File: config.mk
export PLATFORM = sky130hd
export DESIGN_NAME = ejector_ctrl
export DESIGN_NICKNAME = d
export VERILOG_FILES = /design/src/include/ejector_pkg.sv /design/src/rtl/ejector_ctrl.sv
export SDC_FILE = /design/constraint.sdc
export NUM_CORES = 1
export LEC_CHECK = 0
export BUFFER_PORTS_ARGS = -buffer_cell sky130_fd_sc_hd__buf_2
export CAP_MARGIN = 20
export CORE_UTILIZATION = 55
export DETAILED_ROUTE_END_ITERATION = 8
export PLACE_DENSITY = 0.81
export SLEW_MARGIN = 20
export SYNTH_ARGS = -nofsm -noshare
export SYNTH_HDL_FRONTEND = slang
export SYNTH_SLANG_ARGS = --single-unit
File: constraint.sdc
create_clock -name sys_clk -period 11.5 [get_ports sys_clk]
set_input_delay 1.725 -clock sys_clk [delete_from_list [all_inputs] [get_ports sys_clk]]
set_output_delay 1.725 -clock sys_clk [all_outputs]
set_load 0.005 [all_outputs]
File: src/include/ejector_pkg.sv
package ejector_pkg;

  // ****************************************
  // Timing
  // ****************************************
  localparam int CLK_HZ = 200_000_000;
  localparam int TICK_MS = 1;
  localparam int MS_CYCLES = CLK_HZ / 1000 * TICK_MS;
  localparam int HOLD_S = 3;
  localparam int HOLD_MS = HOLD_S * 1000 / TICK_MS;
  localparam int WIN_S = 3;
  localparam int WIN_MS = WIN_S * 1000 / TICK_MS;
  localparam int STEP_MS = 10;
  localparam int STEPS = STEP_MS / TICK_MS;
  localparam int BLINK_MS = 250;
  localparam int SW_MAX = 6;
  localparam int LEAK_MAX = 2;

  // ****************************************
  // Register map
  // ****************************************
  localparam logic [3:0] OFS_CTRL = 4'h0;
  localparam logic [3:0] OFS_DUR = 4'h4;
  localparam logic [3:0] OFS_LIM = 4'h8;
  localparam logic [3:0] OFS_STAT = 4'hc;
  localparam int CTRL_VAR = 0;
  localparam int CTRL_BLOW = 2;
  localparam int CTRL_REG = 4;
  localparam int CTRL_SDIS = 6;
  localparam int LIM_CL = 0;
  localparam int LIM_HY = 8;
  localparam int LIM_LK = 16;
  localparam int LIM_PP = 24;
  localparam int STAT_VAC = 16;
  localparam logic [9:0] DUR_MIN = 10'h00a;
  localparam logic [9:0] DUR_MAX = 10'h3e7;
  localparam logic [9:0] RST_DUR = 10'h014;
  localparam logic [7:0] RST_CL = 8'h96;
  localparam logic [7:0] RST_HY = 8'h0a;
  localparam logic [7:0] RST_LK = 8'h20;
  localparam logic [7:0] RST_PP = 8'h64;

  // ****************************************
  // Types
  // ****************************************
  typedef enum logic [1:0] {VAR_NC, VAR_NO, VAR_PULSE} variant_t;
  typedef enum logic [1:0] {BM_EXT, BM_INT, BM_ETIM} blow_mode_t;
  typedef enum logic [1:0] {RM_OFF, RM_ON, RM_LEAK} reg_mode_t;
  typedef enum logic [1:0] {MODE_AUTO, MODE_MANUAL, MODE_SETUP} mode_t;

  typedef struct packed {
    variant_t variant;
    blow_mode_t blow;
    reg_mode_t regm;
    logic sdis;
    logic [9:0] dur;
    logic [7:0] cl;
    logic [7:0] hy;
    logic [7:0] lk;
    logic [7:0] pp;
  } cfg_t;

  typedef struct packed {
    logic suction;
    logic blow;
    logic up;
    logic down;
    logic menu;
    logic undervolt;
  } pin_t;

  localparam cfg_t CFG_RST = '{variant: VAR_NC, blow: BM_EXT, regm: RM_ON, sdis: 1'b0,
                               dur: RST_DUR, cl: RST_CL, hy: RST_HY, lk: RST_LK, pp: RST_PP};

endpackage

File: src/rtl/ejector_ctrl.sv
`timescale 1ns/1ps

// Operation
// RULE1 - Three blow-off modes; internal timed mode refused in pulse variant.
// RULE2 - Pulse variant ignores suction still held after blow-off; needs a new pulse.
// RULE3 - Starts in direct-wire mode; fieldbus master may switch mode any time.
// RULE4 - After reset the block runs in automatic mode.
// RULE5 - Up and down held over 3 s enter manual mode; limit LEDs flash.
// RULE6 - Manual: up press starts suction, next up or down press ends it.
// RULE7 - Manual: blow-off while down held, both limit LEDs steady on.
// RULE8 - Regulation also governs manual suction when enabled.
// RULE9 - Menu press or any external input change leaves manual mode.
// RULE10 - Setup mode follows process byte bit 2, fieldbus only, LEDs flash.
// RULE11 - Change of process byte bit 0 or 1 leaves setup mode.
// RULE12 - Setup mode disables valve protection, keeps regulating.
// RULE13 - Regulation stops at control limit, resumes below limit minus hysteresis.
// RULE14 - Regulation off gives continuous suction; only if shutoff disable off.
// RULE15 - Too fast valve switching abandons regulation for continuous suction.
// RULE16 - Leakage over limit more than twice in a row abandons regulation.
// RULE17 - Shutoff disabled keeps regulating; enabled falls back above 6 per 3 s.
// RULE18 - Shutoff disable accepted only with a regulating mode selected.
// RULE19 - Undervoltage on normally-open variant gives continuous suction.
// RULE20 - External blow-off lasts as long as input; beats suction.
// RULE21 - Internal timed: suction off starts timed blow; input also triggers.
// RULE22 - External timed: input starts fixed-length blow; holding does not extend.
// RULE23 - Blow duration 0.10 to 9.99 s; hidden in external blow mode.
// RULE24 - Normally-closed sucks on asserted input, normally-open on deasserted; only the direct wire is inverted, process byte bit 0 sucks when set.
// RULE25 - Blow timer counts 10 ms steps from a 1 ms tick, 10 to 999.
module ejector_ctrl
  import ejector_pkg::*;
#(
  parameter int MS_CYC = MS_CYCLES
) (
  input wire logic sys_clk,
  input wire logic reset,
  input wire logic [3:0] avs_address,
  input wire logic avs_read,
  input wire logic avs_write,
  input wire logic [31:0] avs_writedata,
  input wire logic [3:0] avs_byteenable,
  output logic [31:0] avs_readdata,
  output logic avs_waitrequest,
  input wire pin_t pins_async,
  input wire logic fb_mode_set,
  input wire logic fb_mode_clr,
  input wire logic [7:0] output_process_byte,
  input wire logic opb_valid,
  input wire logic [7:0] vacuum_level,
  input wire logic [7:0] leak_rate,
  input wire logic leak_valid,
  output logic vacuum_gen,
  output logic blow_valve,
  output logic led_limit1,
  output logic led_limit2,
  output logic [1:0] op_mode,
  output logic direct_wire_mode
);

  // ****************************************
  // State
  // ****************************************
  typedef struct packed {
    cfg_t cfg;
    mode_t mode;
    logic fbus;
    logic [7:0] opb;
    pin_t s1;
    pin_t s2;
    pin_t s3;
    pin_t filt;
    pin_t fprev;
    logic [17:0] ms_div;
    logic [11:0] hold;
    logic [11:0] win;
    logic [7:0] blk_cnt;
    logic blink;
    logic man_suck;
    logic pulse_suck;
    logic suck_prev;
    logic blow_prev;
    logic [3:0] step;
    logic [9:0] left;
    logic reg_gen;
    logic lim_flag;
    logic fallback;
    logic [3:0] sw_cnt;
    logic [1:0] leak_cnt;
    logic ack;
    logic [31:0] rdata;
    logic gen;
    logic blow;
    logic led1;
    logic led2;
  } st_t;

  st_t q;
  st_t n;

  function automatic logic [31:0] rd_reg(input logic [3:0] a, input st_t s);
    logic [31:0] r;
    r = 32'h0000_0000;
    case (a)
      OFS_CTRL: begin
        r = (32'(s.cfg.variant) << CTRL_VAR) | (32'(s.cfg.blow) << CTRL_BLOW)
          | (32'(s.cfg.regm) << CTRL_REG) | (32'(s.cfg.sdis) << CTRL_SDIS);
      end
      OFS_DUR: begin
        if (s.cfg.blow != BM_EXT) begin
          r = 32'(s.cfg.dur); // RULE23
        end
      end
      OFS_LIM: begin
        r = (32'(s.cfg.cl) << LIM_CL) | (32'(s.cfg.hy) << LIM_HY)
          | (32'(s.cfg.lk) << LIM_LK) | (32'(s.cfg.pp) << LIM_PP);
      end
      OFS_STAT: begin
        r = {8'h00, vacuum_level, 6'h00, s.fallback, s.lim_flag,
             s.led2, s.led1, s.blow, s.gen, s.fbus, s.man_suck, s.mode};
      end
      default: r = 32'h0000_0000;
    endcase
    return r;
  endfunction

  function automatic logic [31:0] merge(input logic [31:0] o, input logic [31:0] w, input logic [3:0] be);
    logic [31:0] r;
    r = o;
    for (int i = 0; i < 4; i++) begin
      if (be[i]) begin
        r[i*8 +: 8] = w[i*8 +: 8];
      end
    end
    return r;
  endfunction

  // Guard against a hysteresis larger than the limit wrapping below zero
  function automatic logic below_hyst(input logic [7:0] v, input logic [7:0] cl, input logic [7:0] hy);
    return (hy <= cl) && (v < cl - hy);
  endfunction

  logic tick;
  logic suck_raw;
  logic blow_raw;
  logic suck_rise;
  logic blow_rise;
  logic menu_rise;
  logic ext_chg;
  logic hold_done;
  logic blow_now;
  logic demand;
  logic reg_on;
  logic monitor;
  logic lim_hi;
  logic sw_evt;
  logic [31:0] w;

  assign avs_waitrequest = (avs_read | avs_write) & ~q.ack;
  assign avs_readdata = q.rdata;
  assign vacuum_gen = q.gen;
  assign blow_valve = q.blow;
  assign led_limit1 = q.led1;
  assign led_limit2 = q.led2;
  assign op_mode = q.mode;
  assign direct_wire_mode = ~q.fbus;

  always_comb begin
    n = q;
    w = 32'h0000_0000;

    // ****************************************
    // Input capture and timebase
    // ****************************************
    n.s1 = pins_async;
    n.s2 = q.s1;
    n.s3 = q.s2;
    n.filt = (q.s2 & q.s3) | (q.filt & (q.s2 ^ q.s3));
    n.fprev = q.filt;
    tick = (q.ms_div == 18'(MS_CYC - 1));
    n.ms_div = tick ? 18'h00000 : q.ms_div + 18'h00001;
    if (tick) begin
      n.blk_cnt = (q.blk_cnt == 8'(BLINK_MS - 1)) ? 8'h00 : q.blk_cnt + 8'h01;
      n.blink = (q.blk_cnt == 8'(BLINK_MS - 1)) ? ~q.blink : q.blink;
    end

    // Fieldbus master owns the mode switch at any moment
    if (fb_mode_set) begin
      n.fbus = 1'b1; // RULE3
    end else if (fb_mode_clr) begin
      n.fbus = 1'b0; // RULE3
    end
    if (q.fbus && opb_valid) begin
      n.opb = output_process_byte;
    end

    // Normally-open sucks while the wire is low
    suck_raw = q.fbus ? q.opb[0] : (q.filt.suction ^ (q.cfg.variant == VAR_NO)); // RULE24
    blow_raw = q.fbus ? q.opb[1] : q.filt.blow;
    n.suck_prev = suck_raw;
    n.blow_prev = blow_raw;
    suck_rise = suck_raw & ~q.suck_prev;
    blow_rise = blow_raw & ~q.blow_prev;
    menu_rise = q.filt.menu & ~q.fprev.menu;
    ext_chg = (q.filt.suction != q.fprev.suction) | (q.filt.blow != q.fprev.blow)
            | (q.fbus & opb_valid & (output_process_byte[1:0] != q.opb[1:0]));

    // ****************************************
    // Operating mode
    // ****************************************
    if (q.filt.up && q.filt.down) begin
      n.hold = (tick && q.hold != 12'(HOLD_MS)) ? q.hold + 12'h001 : q.hold;
    end else begin
      n.hold = 12'h000;
    end
    hold_done = q.filt.up && q.filt.down && tick && q.hold == 12'(HOLD_MS);

    case (q.mode)
      MODE_AUTO: begin
        if (hold_done) begin
          n.mode = MODE_MANUAL; // RULE5
          n.man_suck = 1'b0;
        end else if (q.fbus && opb_valid && output_process_byte[2] && !q.opb[2]) begin
          n.mode = MODE_SETUP; // RULE10
        end
      end
      MODE_MANUAL: begin
        if (menu_rise || ext_chg) begin
          n.mode = MODE_AUTO; // RULE9
          n.man_suck = 1'b0;
        end else if (q.man_suck && ((q.filt.up && !q.fprev.up) || (q.filt.down && !q.fprev.down))) begin
          n.man_suck = 1'b0; // RULE6
        end else if (q.filt.up && !q.fprev.up) begin
          n.man_suck = 1'b1; // RULE6
        end
      end
      MODE_SETUP: begin
        if (!q.fbus || (opb_valid && !output_process_byte[2])) begin
          n.mode = MODE_AUTO; // RULE10
        end else if (opb_valid && output_process_byte[1:0] != q.opb[1:0]) begin
          n.mode = MODE_AUTO; // RULE11
        end
      end
      default: n.mode = MODE_AUTO;
    endcase

    // ****************************************
    // Blow-off timing
    // ****************************************
    if (q.mode != MODE_MANUAL && q.cfg.blow != BM_EXT
        && ((q.cfg.blow == BM_INT && !suck_raw && q.suck_prev) || blow_rise)) begin
      n.left = q.cfg.dur; // RULE21 RULE22
      n.step = 4'h0;
    end else if (tick && q.left != 10'h000) begin
      n.step = (q.step == 4'(STEPS - 1)) ? 4'h0 : q.step + 4'h1; // RULE25
      n.left = (q.step == 4'(STEPS - 1)) ? q.left - 10'h001 : q.left; // RULE25
    end

    if (q.mode == MODE_MANUAL) begin
      blow_now = q.filt.down; // RULE7
    end else if (q.cfg.blow == BM_EXT) begin
      blow_now = blow_raw; // RULE20
    end else begin
      blow_now = q.left != 10'h000; // RULE21 RULE22
    end

    // A held suction line after blow-off stays ignored until it pulses again
    if (blow_now) begin
      n.pulse_suck = 1'b0; // RULE2
    end else if (suck_rise) begin
      n.pulse_suck = 1'b1; // RULE2
    end

    if (q.mode == MODE_MANUAL) begin
      demand = q.man_suck & ~blow_now; // RULE8
    end else if (q.cfg.variant == VAR_PULSE) begin
      demand = q.pulse_suck & ~blow_now; // RULE2
    end else begin
      demand = suck_raw & ~blow_now; // RULE20
    end

    // ****************************************
    // Regulation and protection
    // ****************************************
    reg_on = q.cfg.regm != RM_OFF;
    lim_hi = vacuum_level >= q.cfg.cl;
    if (lim_hi) begin
      n.lim_flag = 1'b1; // RULE14
    end else if (below_hyst(vacuum_level, q.cfg.cl, q.cfg.hy)) begin
      n.lim_flag = 1'b0; // RULE14
    end
    if (!demand) begin
      n.reg_gen = 1'b1;
    end else if (lim_hi) begin
      n.reg_gen = 1'b0; // RULE13
    end else if (below_hyst(vacuum_level, q.cfg.cl, q.cfg.hy)) begin
      n.reg_gen = 1'b1; // RULE13
    end

    sw_evt = demand && reg_on && n.reg_gen != q.reg_gen;
    if (tick && q.win == 12'(WIN_MS - 1)) begin
      n.win = 12'h000;
      n.sw_cnt = sw_evt ? 4'h1 : 4'h0; // RULE15
    end else begin
      n.win = tick ? q.win + 12'h001 : q.win;
      if (sw_evt && q.sw_cnt != 4'hf) begin
        n.sw_cnt = q.sw_cnt + 4'h1; // RULE15
      end
    end
    if (leak_valid && q.cfg.regm == RM_LEAK) begin
      n.leak_cnt = (leak_rate <= q.cfg.lk) ? 2'h0 : (q.leak_cnt == 2'h3) ? 2'h3 : q.leak_cnt + 2'h1; // RULE16
    end

    // Protection off in setup and when shutoff is disabled; the valve may wear out then
    monitor = reg_on && !q.cfg.sdis && q.mode != MODE_SETUP; // RULE12 RULE17
    if (!demand) begin
      n.fallback = 1'b0;
    end else if (monitor && (q.sw_cnt > 4'(SW_MAX) || q.leak_cnt > 2'(LEAK_MAX))) begin
      n.fallback = 1'b1; // RULE15 RULE16 RULE17
    end

    n.gen = demand & (!reg_on | n.fallback | n.reg_gen); // RULE13 RULE14
    n.blow = blow_now;
    if (q.filt.undervolt) begin
      n.gen = q.cfg.variant == VAR_NO; // RULE19
      n.blow = 1'b0;
    end

    if (q.mode == MODE_MANUAL && q.filt.down) begin
      n.led1 = 1'b1; // RULE7
      n.led2 = 1'b1; // RULE7
    end else if (q.mode != MODE_AUTO) begin
      n.led1 = q.blink; // RULE5 RULE10
      n.led2 = q.blink; // RULE5 RULE10
    end else begin
      n.led1 = n.lim_flag;
      n.led2 = vacuum_level >= q.cfg.pp;
    end

    // ****************************************
    // Avalon slave, one wait state
    // ****************************************
    n.ack = (avs_read | avs_write) & ~q.ack;
    if (avs_read && !q.ack) begin
      n.rdata = rd_reg(avs_address, q);
    end
    if (avs_write && q.ack) begin
      w = merge(rd_reg(avs_address, q), avs_writedata, avs_byteenable);
      case (avs_address)
        OFS_CTRL: begin
          if (w[CTRL_VAR +: 2] != 2'h3) begin
            n.cfg.variant = variant_t'(w[CTRL_VAR +: 2]);
          end
          if (w[CTRL_BLOW +: 2] != 2'h3
              && !(n.cfg.variant == VAR_PULSE && w[CTRL_BLOW +: 2] == BM_INT)) begin
            n.cfg.blow = blow_mode_t'(w[CTRL_BLOW +: 2]); // RULE1
          end
          if (n.cfg.variant == VAR_PULSE && n.cfg.blow == BM_INT) begin
            n.cfg.blow = BM_EXT; // RULE1
          end
          if (w[CTRL_REG +: 2] != 2'h3 && !(w[CTRL_REG +: 2] == RM_OFF && q.cfg.sdis)) begin
            n.cfg.regm = reg_mode_t'(w[CTRL_REG +: 2]); // RULE14
          end
          if (!w[CTRL_SDIS] || n.cfg.regm != RM_OFF) begin
            n.cfg.sdis = w[CTRL_SDIS]; // RULE18
          end
        end
        OFS_DUR: begin
          if (q.cfg.blow != BM_EXT) begin
            n.cfg.dur = (w[9:0] < DUR_MIN) ? DUR_MIN : (w[9:0] > DUR_MAX) ? DUR_MAX : w[9:0]; // RULE23
          end
        end
        OFS_LIM: begin
          n.cfg.cl = w[LIM_CL +: 8];
          n.cfg.hy = w[LIM_HY +: 8];
          n.cfg.lk = w[LIM_LK +: 8];
          n.cfg.pp = w[LIM_PP +: 8];
        end
        default: begin
        end
      endcase
    end
  end

  always_ff @(posedge sys_clk or posedge reset) begin
    if (reset) begin
      q <= '0;
      q.cfg <= CFG_RST;
      q.mode <= MODE_AUTO; // RULE4
      q.reg_gen <= 1'b1;
    end else begin
      q <= n;
    end
  end
endmodule

==> results.cfg <==
[run_status]
status = finished clean

[critical_path]
crit_type = in2reg
path_cells = buf_2 > or3b_1 > nor2_2 > nand3_1 > nand2_1 > o21ai_0
cp.arrival_ns = 4.60
path_buf_inv = 1
crit_family = simple AND/OR/NAND/NOR gates
crit_fanout = 27
critical_path.max_stage_delay_ns = 0.92
reg2reg_depth = 16
required_ns = 11.77
worst_setup_path_start_kind = primary input
critPathSlowestCell = nand3_1
critical_path_depth = 6
worstSetupEndpointType = flop

[run]
max_cap_viol_count = 0

[timing]
slew_violations = 0
fin_crit_ns = 4.334
final.setup.tns_ns = 0
setup_viol = 0
timing.fmax_ghz = 0.2307
slew_headroom_pct = 29.14
whs_ns = 0.3509
clock-skew-final_ns = 0.009269
rsz0062_at_grt = no
period_share_pct = 37.69
worst_pin_slew_ns = 1.062
final-hold-violation-count = 0
setup_slack_ns = 7.166

[global_routing]
grt_overflow_total = 0
grt_max_degree = 121
grtUsageTotal_pct = 24.50
grt_pass1_wl_um = 38320
gr-usage-met3_pct = 4.479
grt_pass1_vias = 7677
grt_util_met2_pct = 41.08
met1_usage_pct = 32.29
antenna_found_initial = 0
top_usage_layer = met2

[power_and_ir_drop]
combPwrFrac_pct = 21.0
p_sw_share_pct = 30.37
powerDensity_nw_per_um2 = 164.8
pwr-share-seq_pct = 45.4
p_leak_nw = 5.398
p_int_mw = 1.333
ir_drop_v = 0.0001357
clkPwrFrac_pct = 33.6
p_switching_uw = 581.5

[routing]
wirelength_um = 23080
first_pass_iters = 5
drt_iter0_drc = 507
viasPerCell = 5.849
ant_nets = 0
wire_per_inst_um = 16.76
vias = 8054
drc = 0

[yosys]
synth_top_area_cell = dfrtp_1
synth_top_family_by_area = simple AND/OR/NAND/NOR gates
yosys.area_share.xor_xnor_pct = 4.513
syn_avg_cell_area_um2 = 9.840
synth.area.mux_share_pct = 4.095
yosys.cell_types.count = 79
syn-instance-count = 1065
async_reset_ff_share_pct = 100.0
synth_edf_count = 0
synth_top_area_share_pct = 44.17
synth_nets = 1200
ys.flop_type = dfrtp_1
synth_area_leaders = dfrtp_1, ha_1, nand2_1
yosys.area_share.simple_pct = 17.48
synth_fa_ha_area_share_pct = 6.877
yosysSeqAreaShare_pct = 47.68
synth-seq-cells = 199
ys_warn_count = 0
netlist_area_um2 = 10480
synth_compound_area_share_pct = 13.46

[clock_tree]
cts_setup_buffers = 0
hold_buffers = 0
cts-resized-gates = 0
cts_made_buffers = 17
path_clk_slew_ns = 0.07
cts_root_buf = clkbuf_16
h-tree-depth = 4
clkSinkCount = 199
clk_latency_ns = 0.43
cts_tree = built
cts_buffer_depth = 2

[placed_design]
io_buffers = 112
place.gp.congestion = 0.8797
dp.final_hpwl_um = 16300
pre_cts_ws_ns = 6.760

[floorplan]
ios = 118
die_w_um = 140.0
rows = 50
coreArea_um2 = 18710
start_util_pct = 56.03
die_h_um = 140.0
dieArea_um2 = 19610

[final_layout]
antenna_cells = 0
layout_commonest_cell = dfrtp_1
multiInputGateArea_um2 = 4867
final_cell_mix = dfrtp_1, nand2_1, buf_2
final_util_pct = 62.09
final-seq-area_um2 = 4997
nets = 1265
syn_to_final_growth_pct = 10.82
layout-drive-gt1-share_pct = 18.46
n_fill_cell = 1503

[worst_hold_path]
whs_path_depth = 0
worstHoldPathType = reg2reg
## worst paths after layout
kind                                          from                           end  slack [ns]
worst max-delay path                avs_address[3]            q[180]$_DFFE_PP0P_        7.17
worst min-delay path              n[138]$_DFF_PP0_              n[132]$_DFF_PP0_        0.35
worst max register to register  q[173]$_DFFE_PP1P_             q[42]$_DFFE_PP0P_        7.44
worst min register to register    n[138]$_DFF_PP0_              n[132]$_DFF_PP0_        0.35
max in group asynchronous                    reset              q[132]$_DFF_PP0_        8.53
min in group asynchronous                    reset  avs_readdata[20]$_DFFE_PP0P_        1.45
## layout make-up
| cell class | instances | share of cell area (%) |
|---|---|---|
| Timing Repair Buffer | 115 | 5.020 |
| Clock inverter | 11 | 1.379 |
| Clock buffer | 21 | 4.137 |
| Sequential cell | 199 | 43.03 |
| Tap cell | 234 | 2.521 |
| Inverter | 60 | 2.004 |
| Multi-Input combinational cell | 737 | 41.91 |
## metal layers
layer,wire length (um),vias up
met1,10240,3929
met5,0,-
met4,501,0
met3,1151,41
li1,-,3819
met2,11190,265
## metrics by stage
step / std cells / total power [mW] / area, um2
floorplan: 1065 / 1.150 / 10480
global placement: 1345 / 1.250 / 10970
detailed placement: 1345 / 1.270 / 10970
CTS: 1377 / 1.918 / 11610
global route: 1377 / 2.014 / 11610
finish: 1377 / 1.914 / 11610
## logic make-up (layout without fill, tap and decap cells)
kind of cell | Yosys count | in the layout
AOI/OAI and AO/OA | 221 | 221
xor gates and xnor gates | 54 | 54
adders and majority gates | 57 | 57
buffers and inverters | 129 | 207
DFF | 199 | 199
muxes | 39 | 39
and+or+nand+nor | 366 | 366
## worst register-to-register path: stages, from the launching register on
cell	delay, ns
dfstp_2	0.55
inv_1	0.07
ha_1	0.32
a21o_1	0.18
a21o_1	0.20
a21oi_1	0.17
o21bai_1	0.11
a21boi_0	0.28
xor2_1	0.18
ha_1	0.26
nand4_1	0.09
nor2_1	0.05
a221o_1	0.34
or4_4	0.44
a211oi_4	0.36
a41oi_1	0.20
nor3_2	0.19
## synth_stat cells (7+ instances only)
cell type / instances
a21o_1: 13
a21oi_1: 49
a22oi_1: 12
and2_1: 7
and3_1: 20
buf_4: 34
clkbuf_1: 28
dfrtp_1: 185
dfstp_2: 14
ha_1: 56
inv_1: 59
mux2_2: 24
mux2i_1: 10
nand2_1: 120
nand2b_1: 11
nand3_1: 36
nand4_1: 15
nor2_1: 82
nor2b_1: 10
nor3_1: 13
o21ai_0: 61
o21ai_1: 22
o31ai_1: 11
or3_1: 7
xnor2_1: 24
xor2_1: 30
## sequential cells by signal, summed over array words and instances, names as in the netlist
| register | cells |
|---|---|
| q | 143 |
| avs_readdata | 32 |
| n | 18 |
| op_mode | 2 |
| blow_valve | 1 |
| led_limit1 | 1 |
| led_limit2 | 1 |
| vacuum_gen | 1 |
## power groups by stage
stage / registers (mW) / logic [mW] / clock network, mW
final: 0.869 / 0.401 / 0.644
after global placement: 0.873 / 0.377 / 0
after global routing: 0.876 / 0.455 / 0.682
after CTS: 0.865 / 0.402 / 0.651
after detailed placement: 0.877 / 0.393 / 0
after floorplan: 0.848 / 0.302 / 0
(Power assumes the default switching activity.)
